### src/clkctl_pkg.sv
/*
 Constants for the clock control block: APB offsets, field positions,
 reset values and timing counts. Assumes a 200 MHz pclk.
*/
package clkctl_pkg;
    // Byte offsets on APB (PLL offset as printed, others placed below it)
    localparam logic [7:0] PLL_CTRL_STATUS_INDEX    = 8'h29;
    localparam logic [7:0] PLL_CTRL_STATUS_OFS      = 8'(PLL_CTRL_STATUS_INDEX * 4);
    localparam logic [7:0] SYSCLK_DIVIDER_CTRL_OFS  = 8'h00;
    localparam logic [7:0] REGULATOR_CTRL_OFS       = 8'h04;
    localparam logic [7:0] SOURCE_CTRL_OFS          = 8'h08;
    // Divider control fields
    localparam int         UNLOCK_BIT               = 7;
    localparam int         SELECT_MSB               = 3;
    localparam logic [3:0] SELECT_RESET_FUSE_OFF    = 4'h0;
    localparam logic [3:0] SELECT_RESET_FUSE_ON     = 4'h3;
    localparam logic [3:0] SELECT_MAX               = 4'h8;
    localparam logic [2:0] UNLOCK_WINDOW_CYCLES     = 3'h4;
    // PLL control fields
    localparam int         PLL_DIV_LSB              = 2;
    localparam int         PLL_RUN_BIT              = 1;
    localparam int         PLL_LOCK_BIT             = 0;
    localparam logic [2:0] PLL_DIV_BY1              = 3'h0;
    localparam logic [2:0] PLL_DIV_BY2              = 3'h1;
    localparam logic [2:0] PLL_MULTIPLY             = 3'h6;
    // Lock time in microseconds and the cycle count derived from it
    localparam int         PLL_LOCK_TIME_US         = 1000;
    localparam int         PCLK_MHZ                 = 200;
    localparam int         PLL_LOCK_CYCLES          = PLL_LOCK_TIME_US * PCLK_MHZ;
    localparam int         REGULATOR_OFF_BIT        = 0;
    localparam int         SOURCE_PLL_BIT           = 0;
endpackage

### src/clkctl.sv
/*
 Clock control block: glitch-free system clock divider with timed unlock,
 USB PLL control/status and regulator-off control, on an APB slave.
 Assumes fuse and PLL lock inputs come from outside the pclk domain.
*/
// Functional notes
// - Core, flash and I/O clock enables all follow one divider select.
// - Divided clock changes only at period boundaries, never a runt pulse.
// - Switch waits for old period end, so no faster intermediate period.
// - New rate begins at the next old boundary, first new edge after T2.
// - Unlock bit sets only when written bits 6 to 0 are zero.
// - Unlock clears after four divided clock periods or when select is written.
// - Rewriting unlock while open neither extends nor clears the window.
// - Divider control bits 6 to 4 read as zero.
// - Select resets to 0000, or 0011 when divide-by-eight fuse programmed.
// - Any select value is accepted whatever the fuse says.
// - Code n in 0..8 divides by 2 to the n; codes above reserved.
// - PLL multiplies its 8 MHz reference by six to 48 MHz.
// - PLL input divider code 000 divides by 1, 001 by 2.
// - PLL run bit starts PLL and the RC reference when needed.
// - PLL run reads one while PLL is the system clock source.
// - Lock flag sets once PLL locks, about 1 ms after enabling.
// - PLL control register bits 7 to 5 read as zero.
// - Writing one to regulator off disables the internal regulator.
// - Regulator off clears to zero on every reset.
`timescale 1ns/1ps
`default_nettype none
module clkctl #(
    parameter int LOCK_CYCLES = clkctl_pkg::PLL_LOCK_CYCLES
) (
    input  wire logic        pclk,
    input  wire logic        presetn,
    input  wire logic        psel,
    input  wire logic        penable,
    input  wire logic        pwrite,
    input  wire logic [7:0]  paddr,
    input  wire logic [31:0] pwdata,
    output logic      [31:0] prdata,
    output logic             pready,
    output logic             pslverr,
    input  wire logic        divide_by_eight_fuse,
    input  wire logic        pll_lock_in,
    output logic             sys_clk_en,
    output logic             pll_enable,
    output logic             rc_osc_enable,
    output logic      [2:0]  pll_input_divider_out,
    output logic      [2:0]  pll_multiply,
    output logic             regulator_disable
);
    logic        fuse_s1_reg, fuse_s2_reg, lock_s1_reg, lock_s2_reg;
    logic [3:0]  divider_select_reg;
    logic [3:0]  active_select_reg;
    logic [8:0]  div_count_reg;
    logic        unlock_reg;
    logic [2:0]  unlock_count_reg;
    logic [1:0]  fuse_wait_reg;
    logic [2:0]  pll_input_divider_reg;
    logic        pll_run_reg;
    logic        pll_locked_flag_reg;
    logic [31:0] lock_count_reg;
    logic        regulator_off_reg;
    logic        source_pll_reg;
    logic        access;
    logic        wr;
    logic        boundary;
    logic        sel_wr;
    logic        unlock_wr;
    logic        pll_run_eff;
    logic [8:0]  terminal;
    logic [31:0] rdata;
    logic        hit;

    assign access    = psel && penable;
    assign wr        = access && pwrite;
    assign sel_wr    = wr && paddr == clkctl_pkg::SYSCLK_DIVIDER_CTRL_OFS
                       && !pwdata[clkctl_pkg::UNLOCK_BIT] && unlock_reg;
    assign unlock_wr = wr && paddr == clkctl_pkg::SYSCLK_DIVIDER_CTRL_OFS
                       && pwdata[7:0] == 8'h80;
    assign pll_run_eff = pll_run_reg || source_pll_reg;
    // Terminal count 2^n - 1, reserved codes held at the full 9-bit count (divide by 512)
    assign terminal  = (active_select_reg > clkctl_pkg::SELECT_MAX)
                       ? 9'h1ff : 9'((10'h1 << active_select_reg) - 10'h1);
    assign boundary  = div_count_reg == terminal;

    // Fuse and lock cross from outside
    always_ff @(posedge pclk or negedge presetn) begin
        if (!presetn) begin
            fuse_s1_reg <= 1'b0;
            fuse_s2_reg <= 1'b0;
            lock_s1_reg <= 1'b0;
            lock_s2_reg <= 1'b0;
        end else begin
            fuse_s1_reg <= divide_by_eight_fuse;
            fuse_s2_reg <= fuse_s1_reg;
            lock_s1_reg <= pll_lock_in;
            lock_s2_reg <= lock_s1_reg;
        end
    end

    // Select register; fuse caught once the synchroniser has filled after reset
    always_ff @(posedge pclk or negedge presetn) begin
        if (!presetn) begin
            divider_select_reg <= clkctl_pkg::SELECT_RESET_FUSE_OFF;
            fuse_wait_reg      <= 2'h0;
        end else if (fuse_wait_reg != 2'h3) begin
            fuse_wait_reg      <= fuse_wait_reg + 2'h1;
            if (fuse_wait_reg == 2'h2) begin
                divider_select_reg <= fuse_s2_reg ? clkctl_pkg::SELECT_RESET_FUSE_ON
                                                  : clkctl_pkg::SELECT_RESET_FUSE_OFF;
            end
        end else if (sel_wr) begin
            divider_select_reg <= pwdata[clkctl_pkg::SELECT_MSB:0];
        end
    end

    // Divider counter; new setting adopted only at an old period end
    always_ff @(posedge pclk or negedge presetn) begin
        if (!presetn) begin
            div_count_reg     <= 9'h000;
            active_select_reg <= clkctl_pkg::SELECT_RESET_FUSE_OFF;
        end else if (boundary) begin
            div_count_reg     <= 9'h000;
            active_select_reg <= divider_select_reg;
        end else begin
            div_count_reg     <= div_count_reg + 9'h001;
        end
    end

    // One enable pulse per divided period drives core, flash and I/O
    always_ff @(posedge pclk or negedge presetn) begin
        if (!presetn) begin
            sys_clk_en <= 1'b0;
        end else begin
            sys_clk_en <= boundary;
        end
    end

    // Unlock window
    always_ff @(posedge pclk or negedge presetn) begin
        if (!presetn) begin
            unlock_reg       <= 1'b0;
            unlock_count_reg <= 3'h0;
        end else if (sel_wr) begin
            unlock_reg       <= 1'b0;
        end else if (unlock_wr && !unlock_reg) begin
            unlock_reg       <= 1'b1;
            unlock_count_reg <= 3'h0;
        end else if (unlock_reg && boundary) begin
            if (unlock_count_reg == clkctl_pkg::UNLOCK_WINDOW_CYCLES - 3'h1) begin
                unlock_reg <= 1'b0;
            end
            unlock_count_reg <= unlock_count_reg + 3'h1;
        end
    end

    // PLL control
    always_ff @(posedge pclk or negedge presetn) begin
        if (!presetn) begin
            pll_run_reg           <= 1'b0;
            pll_input_divider_reg <= clkctl_pkg::PLL_DIV_BY1;
            source_pll_reg        <= 1'b0;
        end else if (wr && paddr == clkctl_pkg::PLL_CTRL_STATUS_OFS) begin
            pll_run_reg <= pwdata[clkctl_pkg::PLL_RUN_BIT];
            if (pwdata[4:2] == clkctl_pkg::PLL_DIV_BY1
                || pwdata[4:2] == clkctl_pkg::PLL_DIV_BY2) begin
                pll_input_divider_reg <= pwdata[4:2];
            end
        end else if (wr && paddr == clkctl_pkg::SOURCE_CTRL_OFS) begin
            source_pll_reg <= pwdata[clkctl_pkg::SOURCE_PLL_BIT];
        end
    end

    // Lock flag after the lock time and a locked indication
    always_ff @(posedge pclk or negedge presetn) begin
        if (!presetn) begin
            lock_count_reg      <= 32'h0;
            pll_locked_flag_reg <= 1'b0;
        end else if (!pll_run_eff) begin
            lock_count_reg      <= 32'h0;
            pll_locked_flag_reg <= 1'b0;
        end else if (lock_count_reg < 32'(LOCK_CYCLES)) begin
            lock_count_reg      <= lock_count_reg + 32'h1;
        end else begin
            pll_locked_flag_reg <= lock_s2_reg;
        end
    end

    // Regulator control
    always_ff @(posedge pclk or negedge presetn) begin
        if (!presetn) begin
            regulator_off_reg <= 1'b0;
        end else if (wr && paddr == clkctl_pkg::REGULATOR_CTRL_OFS) begin
            regulator_off_reg <= pwdata[clkctl_pkg::REGULATOR_OFF_BIT];
        end
    end

    // Outputs to analog side
    always_ff @(posedge pclk or negedge presetn) begin
        if (!presetn) begin
            pll_enable            <= 1'b0;
            rc_osc_enable         <= 1'b0;
            pll_input_divider_out <= clkctl_pkg::PLL_DIV_BY1;
            pll_multiply          <= clkctl_pkg::PLL_MULTIPLY;
            regulator_disable     <= 1'b0;
        end else begin
            pll_enable            <= pll_run_eff;
            rc_osc_enable         <= pll_run_eff;
            pll_input_divider_out <= pll_input_divider_reg;
            pll_multiply          <= clkctl_pkg::PLL_MULTIPLY;
            regulator_disable     <= regulator_off_reg;
        end
    end

    // Read decode
    always_comb begin
        rdata = 32'h0;
        hit   = 1'b1;
        if (paddr == clkctl_pkg::SYSCLK_DIVIDER_CTRL_OFS) begin
            rdata = {24'h0, unlock_reg, 3'h0, divider_select_reg};
        end else if (paddr == clkctl_pkg::PLL_CTRL_STATUS_OFS) begin
            rdata = {27'h0, pll_input_divider_reg, pll_run_eff,
                     pll_locked_flag_reg};
        end else if (paddr == clkctl_pkg::REGULATOR_CTRL_OFS) begin
            rdata = {31'h0, regulator_off_reg};
        end else if (paddr == clkctl_pkg::SOURCE_CTRL_OFS) begin
            rdata = {31'h0, source_pll_reg};
        end else begin
            hit = 1'b0;
        end
    end

    // APB answer: zero wait states, registered
    always_ff @(posedge pclk or negedge presetn) begin
        if (!presetn) begin
            pready  <= 1'b0;
            prdata  <= 32'h0;
            pslverr <= 1'b0;
        end else begin
            pready  <= psel && !penable;
            prdata  <= (psel && !penable && !pwrite) ? rdata : 32'h0;
            pslverr <= psel && !penable && !hit;
        end
    end
endmodule // clkctl
`default_nettype wire

### config.mk
export PLATFORM = sky130hd
export DESIGN_NAME = clkctl
export DESIGN_NICKNAME = d
export VERILOG_FILES = /design/src/clkctl_pkg.sv /design/src/clkctl.sv
export SDC_FILE = /design/constraint.sdc
export NUM_CORES = 1
export LEC_CHECK = 0
export BUFFER_PORTS_ARGS = -buffer_cell sky130_fd_sc_hd__buf_2
export CORE_UTILIZATION = 30
export CTS_CLUSTER_DIAMETER = 200
export DETAILED_ROUTE_END_ITERATION = 7
export GPL_ROUTABILITY_DRIVEN = 0
export HOLD_SLACK_MARGIN = 0.08
export PLACE_DENSITY_LB_ADDON = 0.12
export SLEW_MARGIN = 20
export SYNTH_ARGS = -nofsm -noshare
export SYNTH_HDL_FRONTEND = slang
export SYNTH_SLANG_ARGS = --single-unit
### constraint.sdc
create_clock -name pclk -period 6.15 [get_ports pclk]
set_input_delay 0.3075 -clock pclk [delete_from_list [all_inputs] [get_ports pclk]]
set_output_delay 0.3075 -clock pclk [all_outputs]
set_load 0.02 [all_outputs]
==> key figures, run 1 <==
Run status
  • Outcome: finished, final reports clean

Finish
  • Multi-input gate area: 0.00173 mm²
  • Final nets: 471
  • Post-route insts no fill: 593
  • Max reg flops: 32
  • Ant. Diodes: 0
  • Layout area overhead: 13.0%
  • Register area: 0.00200 mm²
  • Final Core Density: 35.1%
  • Final instance area: 0.00446 mm²
  • Share of layout cells above drive strength 1: 17.1%
  • # fillers: 1338

STA
  • Unrepaired setup endpoints after global routing: no
  • Achievable clock frequency: 0.279 GHz
  • Worst slew pin tran: 730 ps
  • Final worst slack: 2570 ps
  • Slew Limit Headroom: 51.2%
  • Max-slew violations: 0
  • Total negative setup slack: 0 ps
  • Worst Clk Skew: 6.99 ps
  • Final worst path period need: 3580 ps
  • Final Hold Fails: 0
  • Endpoints failing setup: 0
  • Period utilization: 58.2%
  • Worst hold margin: 249 ps

Route
  • WL final: 7580 µm
  • Pre-antenna DRT Iters: 4
  • Final ANT Viol Nets: 0
  • Initial DRC count: 108
  • DRC errors left: 0
  • Vias: 2707
  • Vias per cell: 4.56
  • Wire length per cell: 12.8 µm

Critical path
  • Crit-path cells: inv_1 > or4_1 > ha_1 > or3_1 > o21ai_0 > a211oi_1 > a311o_1 > nor3_4 > mux2_2
  • R2R depth: 9
  • Crit Path Max Fanout: 15
  • Critical path capture point type: register
  • Flop-to-flop setup slack: 2570 ps
  • Critical Path Source: active_select_reg[0]
  • Worst R2R Start: active_select_reg[0]
  • Crit-path max cell delay: 570 ps
  • Slowest cell on crit path: nor3_4
  • Worst path required time: 6360 ps
  • CP Capture Point: active_select_reg[2]
  • Crit path DAT: 3790 ps
  • Startpoint Class: register
  • Crit path depth: 9
  • R2r endpoint: active_select_reg[2]
  • Kind of critical path: reg2reg
  • CP delay by family, top: simple AND/OR/NAND/NOR gates
  • CP Buf/Inv Count: 1

Die
  • Starting Density: 31.0%
  • Top Ports: 91
  • Die height: 117 µm
  • Row count: 41
  • Die X: 117 µm
  • Die area: 0.0136 mm²
  • Area of the core: 0.0127 mm²

Hold path
  • HP Start: pwdata[3]
  • Hold Crit Class: in2reg

Synth
  • Async SR Flop Fraction: 100%
  • Seq/Total Area, Yosys: 50.7%
  • Post-synth top area cell: dfrtp_1
  • Mapped Cells: 381
  • Post-synth EDFFs: 0
  • Commonest register cell after synthesis: dfrtp_1
  • Post-synth cell types: 48
  • Commonest cells post-synth: 80 x dfrtp_1, 47 x nor2_1, 32 x buf_4, 24 x xnor2_1, 20 x nand2_1
  • Area contributors post-synth: dfrtp_1 51%, buf_4 6.1%, xnor2_1 5.3%, nor2_1 4.5%, and2_1 2.7%
  • Warnings, synthesis: 0
  • Mapped Area: 0.00395 mm²
  • Most used standard cell by instance count after synthesis: dfrtp_1
  • Post-Syn Area per Cell: 10.4 µm²
  • Share of the synthesized area in the top cell type: 50.7%
  • Seq cells post-synth: 80

CTS
  • Buffer depth of the longest clock path: 2
  • Post-CTS Resized: 0
  • Clock Sinks: 80
  • CTS tree: yes
  • H-tree Lvls: 3
  • Total CTS buffers: 9
  • Clock latency on the worst-skew pair: 330 ps
  • Root Buffer: clkbuf_16
  • Clock transition at path regs: 50 ps

GRT
  • Antenna violations before repair: 0
  • GRT Util Overall: 12.3%
  • First-pass GRT wire length: 13000 µm
  • Pin count of the biggest net entering global routing: 81
  • Vias in the first global route: 2675
  • Global route overflow: 0

Pwr
  • PD cells: 316 mW/mm²
  • Static leakage: 2.02 nW
  • VDD IR-drop max: 193 µV
  • Final Total Pwr: 1.41 mW

Place
  • Placement-stage cell area: 0.00416 mm²
  • Placed cells: 575
  • Input/output buffers: 37
  • DP HPWL: 5150 µm
  • Dpl ws: 2540 ps

Flow run
  • Maxcap violations: 0
[final cells by class]
cell class / count / area share, %
multi-input combinational: 277 / 38.6
inverter: 8 / 0.673
clock buffer: 9 / 5.04
clock inverter: 6 / 0.841
timing repair buffer: 41 / 5.13
tap: 172 / 4.82
sequential: 80 / 44.8
[where the power goes]
group,switching (mW),leakage (nW),total (mW),internal (mW)
Clock,0.206,0.123,0.474,0.268
Combinational,0.173,0.829,0.314,0.141
Sequential,0.0625,1.07,0.623,0.561
[layout by cell type (no fill, tap or decap), drive strengths merged, types with 2 or more instances in the layout]
cell type | synthesis | final
a21oi | 6 | 6
mux2i | 5 | 5
o221a | 2 | 2
clkbuf | 8 | 9
or3 | 2 | 2
nor2b | 5 | 5
and3 | 3 | 3
inv | 8 | 8
and2 | 17 | 17
a211oi | 2 | 2
nor3 | 9 | 9
or2 | 3 | 3
dlygate4sd3 | 0 | 3
dfrtp | 80 | 80
nor2 | 47 | 47
clkinv | 0 | 3
nor3b | 2 | 2
nand2b | 7 | 7
and4 | 4 | 4
buf | 35 | 38
nand4 | 5 | 5
clkinvlp | 0 | 3
a31oi | 2 | 2
nand3 | 15 | 15
xor2 | 6 | 6
nand2 | 20 | 20
nor4 | 18 | 18
ha | 7 | 7
o21ai | 8 | 8
a22oi | 5 | 5
conb | 2 | 29
nor4b | 5 | 5
mux2 | 8 | 8
xnor2 | 24 | 24
[per-layer routing]
metal	vias up	share of wire [%]	global-route usage (%)
met1	1330	49	16.1
met4	0	1.2	3.97
met3	9	2.8	3.48
met2	43	47	19.7
met5	-	0	0
li1	1325	-	-
[cell families (layout without fill, tap and decap cells)]
group | Yosys count | in the layout | share of synthesized area (%)
compound gates | 33 | 33 | 5.80
xor+xnor | 30 | 30 | 6.65
fa+ha+maj | 7 | 7 | 2.22
buf+inv | 51 | 64 | 8.30
flops | 80 | 80 | 50.7
mux | 13 | 13 | 3.55
other cells | 2 | 29 | 0.190
simple gates | 165 | 165 | 22.6
[worst min-delay path, delay by kind of cell]
kind                   cells  cell delay (ps)
AOI/OAI and AO/OA          1               70
buffers and inverters      2              140
[how the worst min path moves through the flow]
stage | endpoint | slack [ps] | cells after the start
finish | divider_select_reg[3] | 250 | 3
global route | divider_select_reg[3] | 240 | 3
CTS | lock_count_reg[22] | 200 | 1
detailed placement | fuse_s2_reg | 340 | 0
global placement | fuse_s2_reg | 330 | 0
floorplan | active_select_reg[0] | 10 | 0
[what timing repair did]
item,4_1_cts,5_1_grt
hold buffers,2,1
buffers inserted,0,0
hold endpoints to repair,2,7
Power figures use the tool's default switching activity.
==> run 2, diff against run 1 <==
==> constraint.sdc (replaced) <==
create_clock -name pclk -period 3.55 [get_ports pclk]
set_input_delay 0.1775 -clock pclk [delete_from_list [all_inputs] [get_ports pclk]]
set_output_delay 0.1775 -clock pclk [all_outputs]
set_load 0.02 [all_outputs]
==> run 2 against run 1 <==
  * Die area unchanged
  * Core utilization rose by 0.84 points
  * Worst hold slack lost 120 ps
  * Register-to-register slack got worse by 2100 ps
  * Final area up 2.4%
  * Sequential share of layout area down 1.0 points
  * Via count shrank 0.15%
  * Clock skew fell by 1.0 ps
  * Fmax increased by 16%
  * Clock-buffer cell count unchanged
==> key figures, run 2 (same netlist as run 1, synthesis figures left out) <==
CTS
  • Clock latency on the worst-skew pair: 330 ps (about the same)
  • CTS tree: yes
  • Buffer depth of the longest clock path: 2 (unchanged)
  • Post-CTS Resized: 0 (unchanged)
  • Clock transition at path regs: 60 ps (about the same)
  • H-tree Lvls: 3 (unchanged)
  • Post-CTS Setup Inserts: 0 (unchanged)
  • Total CTS buffers: 9 (unchanged)
  • Clock Sinks: 80 (unchanged)
  • Root Buffer: clkbuf_16

GRT
  • Antenna violations before repair: 0 (unchanged)
  • Global route overflow: 0 (unchanged)
  • Pin count of the biggest net entering global routing: 81 (unchanged)
  • Vias in the first global route: 2594 (-3.0%)
  • GRT Util Overall: 12.6% (+0.25 points)
  • First-pass GRT wire length: 13100 µm (+0.48%)

Pwr
  • VDD IR-drop max: 316 µV (+64%)
  • PD cells: 578 mW/mm² (+83%)
  • Static leakage: 2.09 nW (+3.4%)
  • Final Total Pwr: 2.64 mW (+87%)

Critical path
  • Critical path capture point type: register
  • Slowest cell on crit path: dfrtp_1
  • Startpoint Class: register
  • CP delay by family, top: simple AND/OR/NAND/NOR gates
  • Kind of critical path: reg2reg
  • Worst path required time: 3760 ps (-2600 ps)
  • Crit-path max cell delay: 440 ps (-130 ps)
  • Crit-path cells: buf_4 > nor3_2 > nand2b_1 > ha_1 > or2_2 > a211oi_1 > or3_1 > o2111ai_1 > nor3_4 > mux2_2
  • CP Buf/Inv Count: 1 (unchanged)
  • Crit Path Max Fanout: 9 (-6)
  • Flop-to-flop setup slack: 470 ps (-2090 ps)
  • Crit path DAT: 3290 ps (-500 ps)

Die
  • Row count: 41 (unchanged)
  • Starting Density: 31.0% (unchanged)
  • Die height: 117 µm (unchanged)
  • Top Ports: 91 (unchanged)
  • Die X: 117 µm (unchanged)
  • Die area: 0.0136 mm² (unchanged)
  • Area of the core: 0.0127 mm² (unchanged)

Finish
  • Register area: 0.00200 mm² (unchanged)
  • Commonest non-fill, non-tap cell in the layout: dfrtp_1
  • Max reg flops: 32 (unchanged)
  • Final nets: 478 (+1.5%)
  • # fillers: 1333 (-0.37%)
  • Share of layout cells above drive strength 1: 18.4% (+1.3 points)
  • Multi-input gate area: 0.00172 mm² (-0.22%)
  • Ant. Diodes: 0 (unchanged)
  • Commonest non-fill, non-tap cells in the layout: 80 x dfrtp_1, 47 x nor2_1, 36 x buf_2
  • Layout area overhead: 15.7%
  • Final Core Density: 35.9% (+0.84 points)

STA
  • Final Hold Fails: 0 (unchanged)
  • Endpoints failing setup: 0 (unchanged)
  • Unrepaired setup endpoints after global routing: no
  • Max-slew violations: 0 (unchanged)
  • Period utilization: 86.7% (+28 points)
  • Achievable clock frequency: 0.325 GHz (+16%)
  • Worst Clk Skew: 5.96 ps (-1.02 ps)
  • Worst slew pin tran: 719 ps (-10.9 ps)
  • Total negative setup slack: 0 ps (unchanged)
  • Slew Limit Headroom: 51.4% (+0.25 points)
  • Final worst path period need: 3080 ps (-506 ps)

Hold path
  • Hold Crit Class: in2reg

Place
  • DP HPWL: 5200 µm (+0.94%)
  • Input/output buffers: 37 (unchanged)

Run status
  • Outcome: finished, final reports clean

Route
  • WL final: 7610 µm (+0.40%)
  • DRC errors left: 0 (unchanged)
  • Final ANT Viol Nets: 0 (unchanged)
  • Wire length per cell: 12.7 µm (-0.94%)
  • Vias: 2703 (-0.15%)
  • Initial DRC count: 166 (+54%)
  • Pre-antenna DRT Iters: 4 (unchanged)
  • Vias per cell: 4.50 (-1.5%)

Flow run
  • Maxcap violations: 0 (unchanged)
run 2: metal layers:
metal / GRT usage (%) / share of wire, %
met5: 0 / 0
met1: 17.2 / 49
met2: 18.9 / 47
met4: 3.80 / 1.3
met3: 3.89 / 2.8
run 2: repair_timing:
item,4_1_cts,5_1_grt
endpoints found under the hold margin,44,0
hold buffers,3,0
setup endpoints to repair,0,0
run 2: area by class of cell:
type                       instances  share of cell area, %
clock inverter                     7                   2.08
timing repair buffer              48                   6.16
sequential                        80                   43.8
multi-input combinational        277                   37.7
inverter                           8                  0.657
clock buffer                       9                   4.93
tap                              172                   4.71
run 2: worst paths after layout:
| kind | startpoint | end | depth (start not counted) |
|---|---|---|---|
| max in group asynchronous | presetn | div_count_reg[3] | 2 |
| min reg2reg | fuse_s1_reg | fuse_s2_reg | 0 |
| min | pwdata[1] | pll_run_reg | 2 |
| max reg2reg | active_select_reg[1] | active_select_reg[2] | 10 |
| max | active_select_reg[1] | active_select_reg[2] | 10 |
| min in group asynchronous | presetn | lock_count_reg[22] | 2 |
run 2: metrics by stage:
stage               std cells  setup WS (ps)  hold WS, ps  instance area (µm²)
floorplan                 408            514         -118                 4050
global placement          582            518          286                 4220
detailed placement        582            504          290                 4220
CTS                       601            480          117                 4570
global route              601            180          117                 4570
finish                    601            474          127                 4570
run 2: power breakdown:
group	internal [mW]	leakage, nW	switching, mW
combinational	0.263	0.866	0.340
sequential	0.972	1.07	0.0785
clock	0.617	0.156	0.372
total	1.85	2.09	0.791
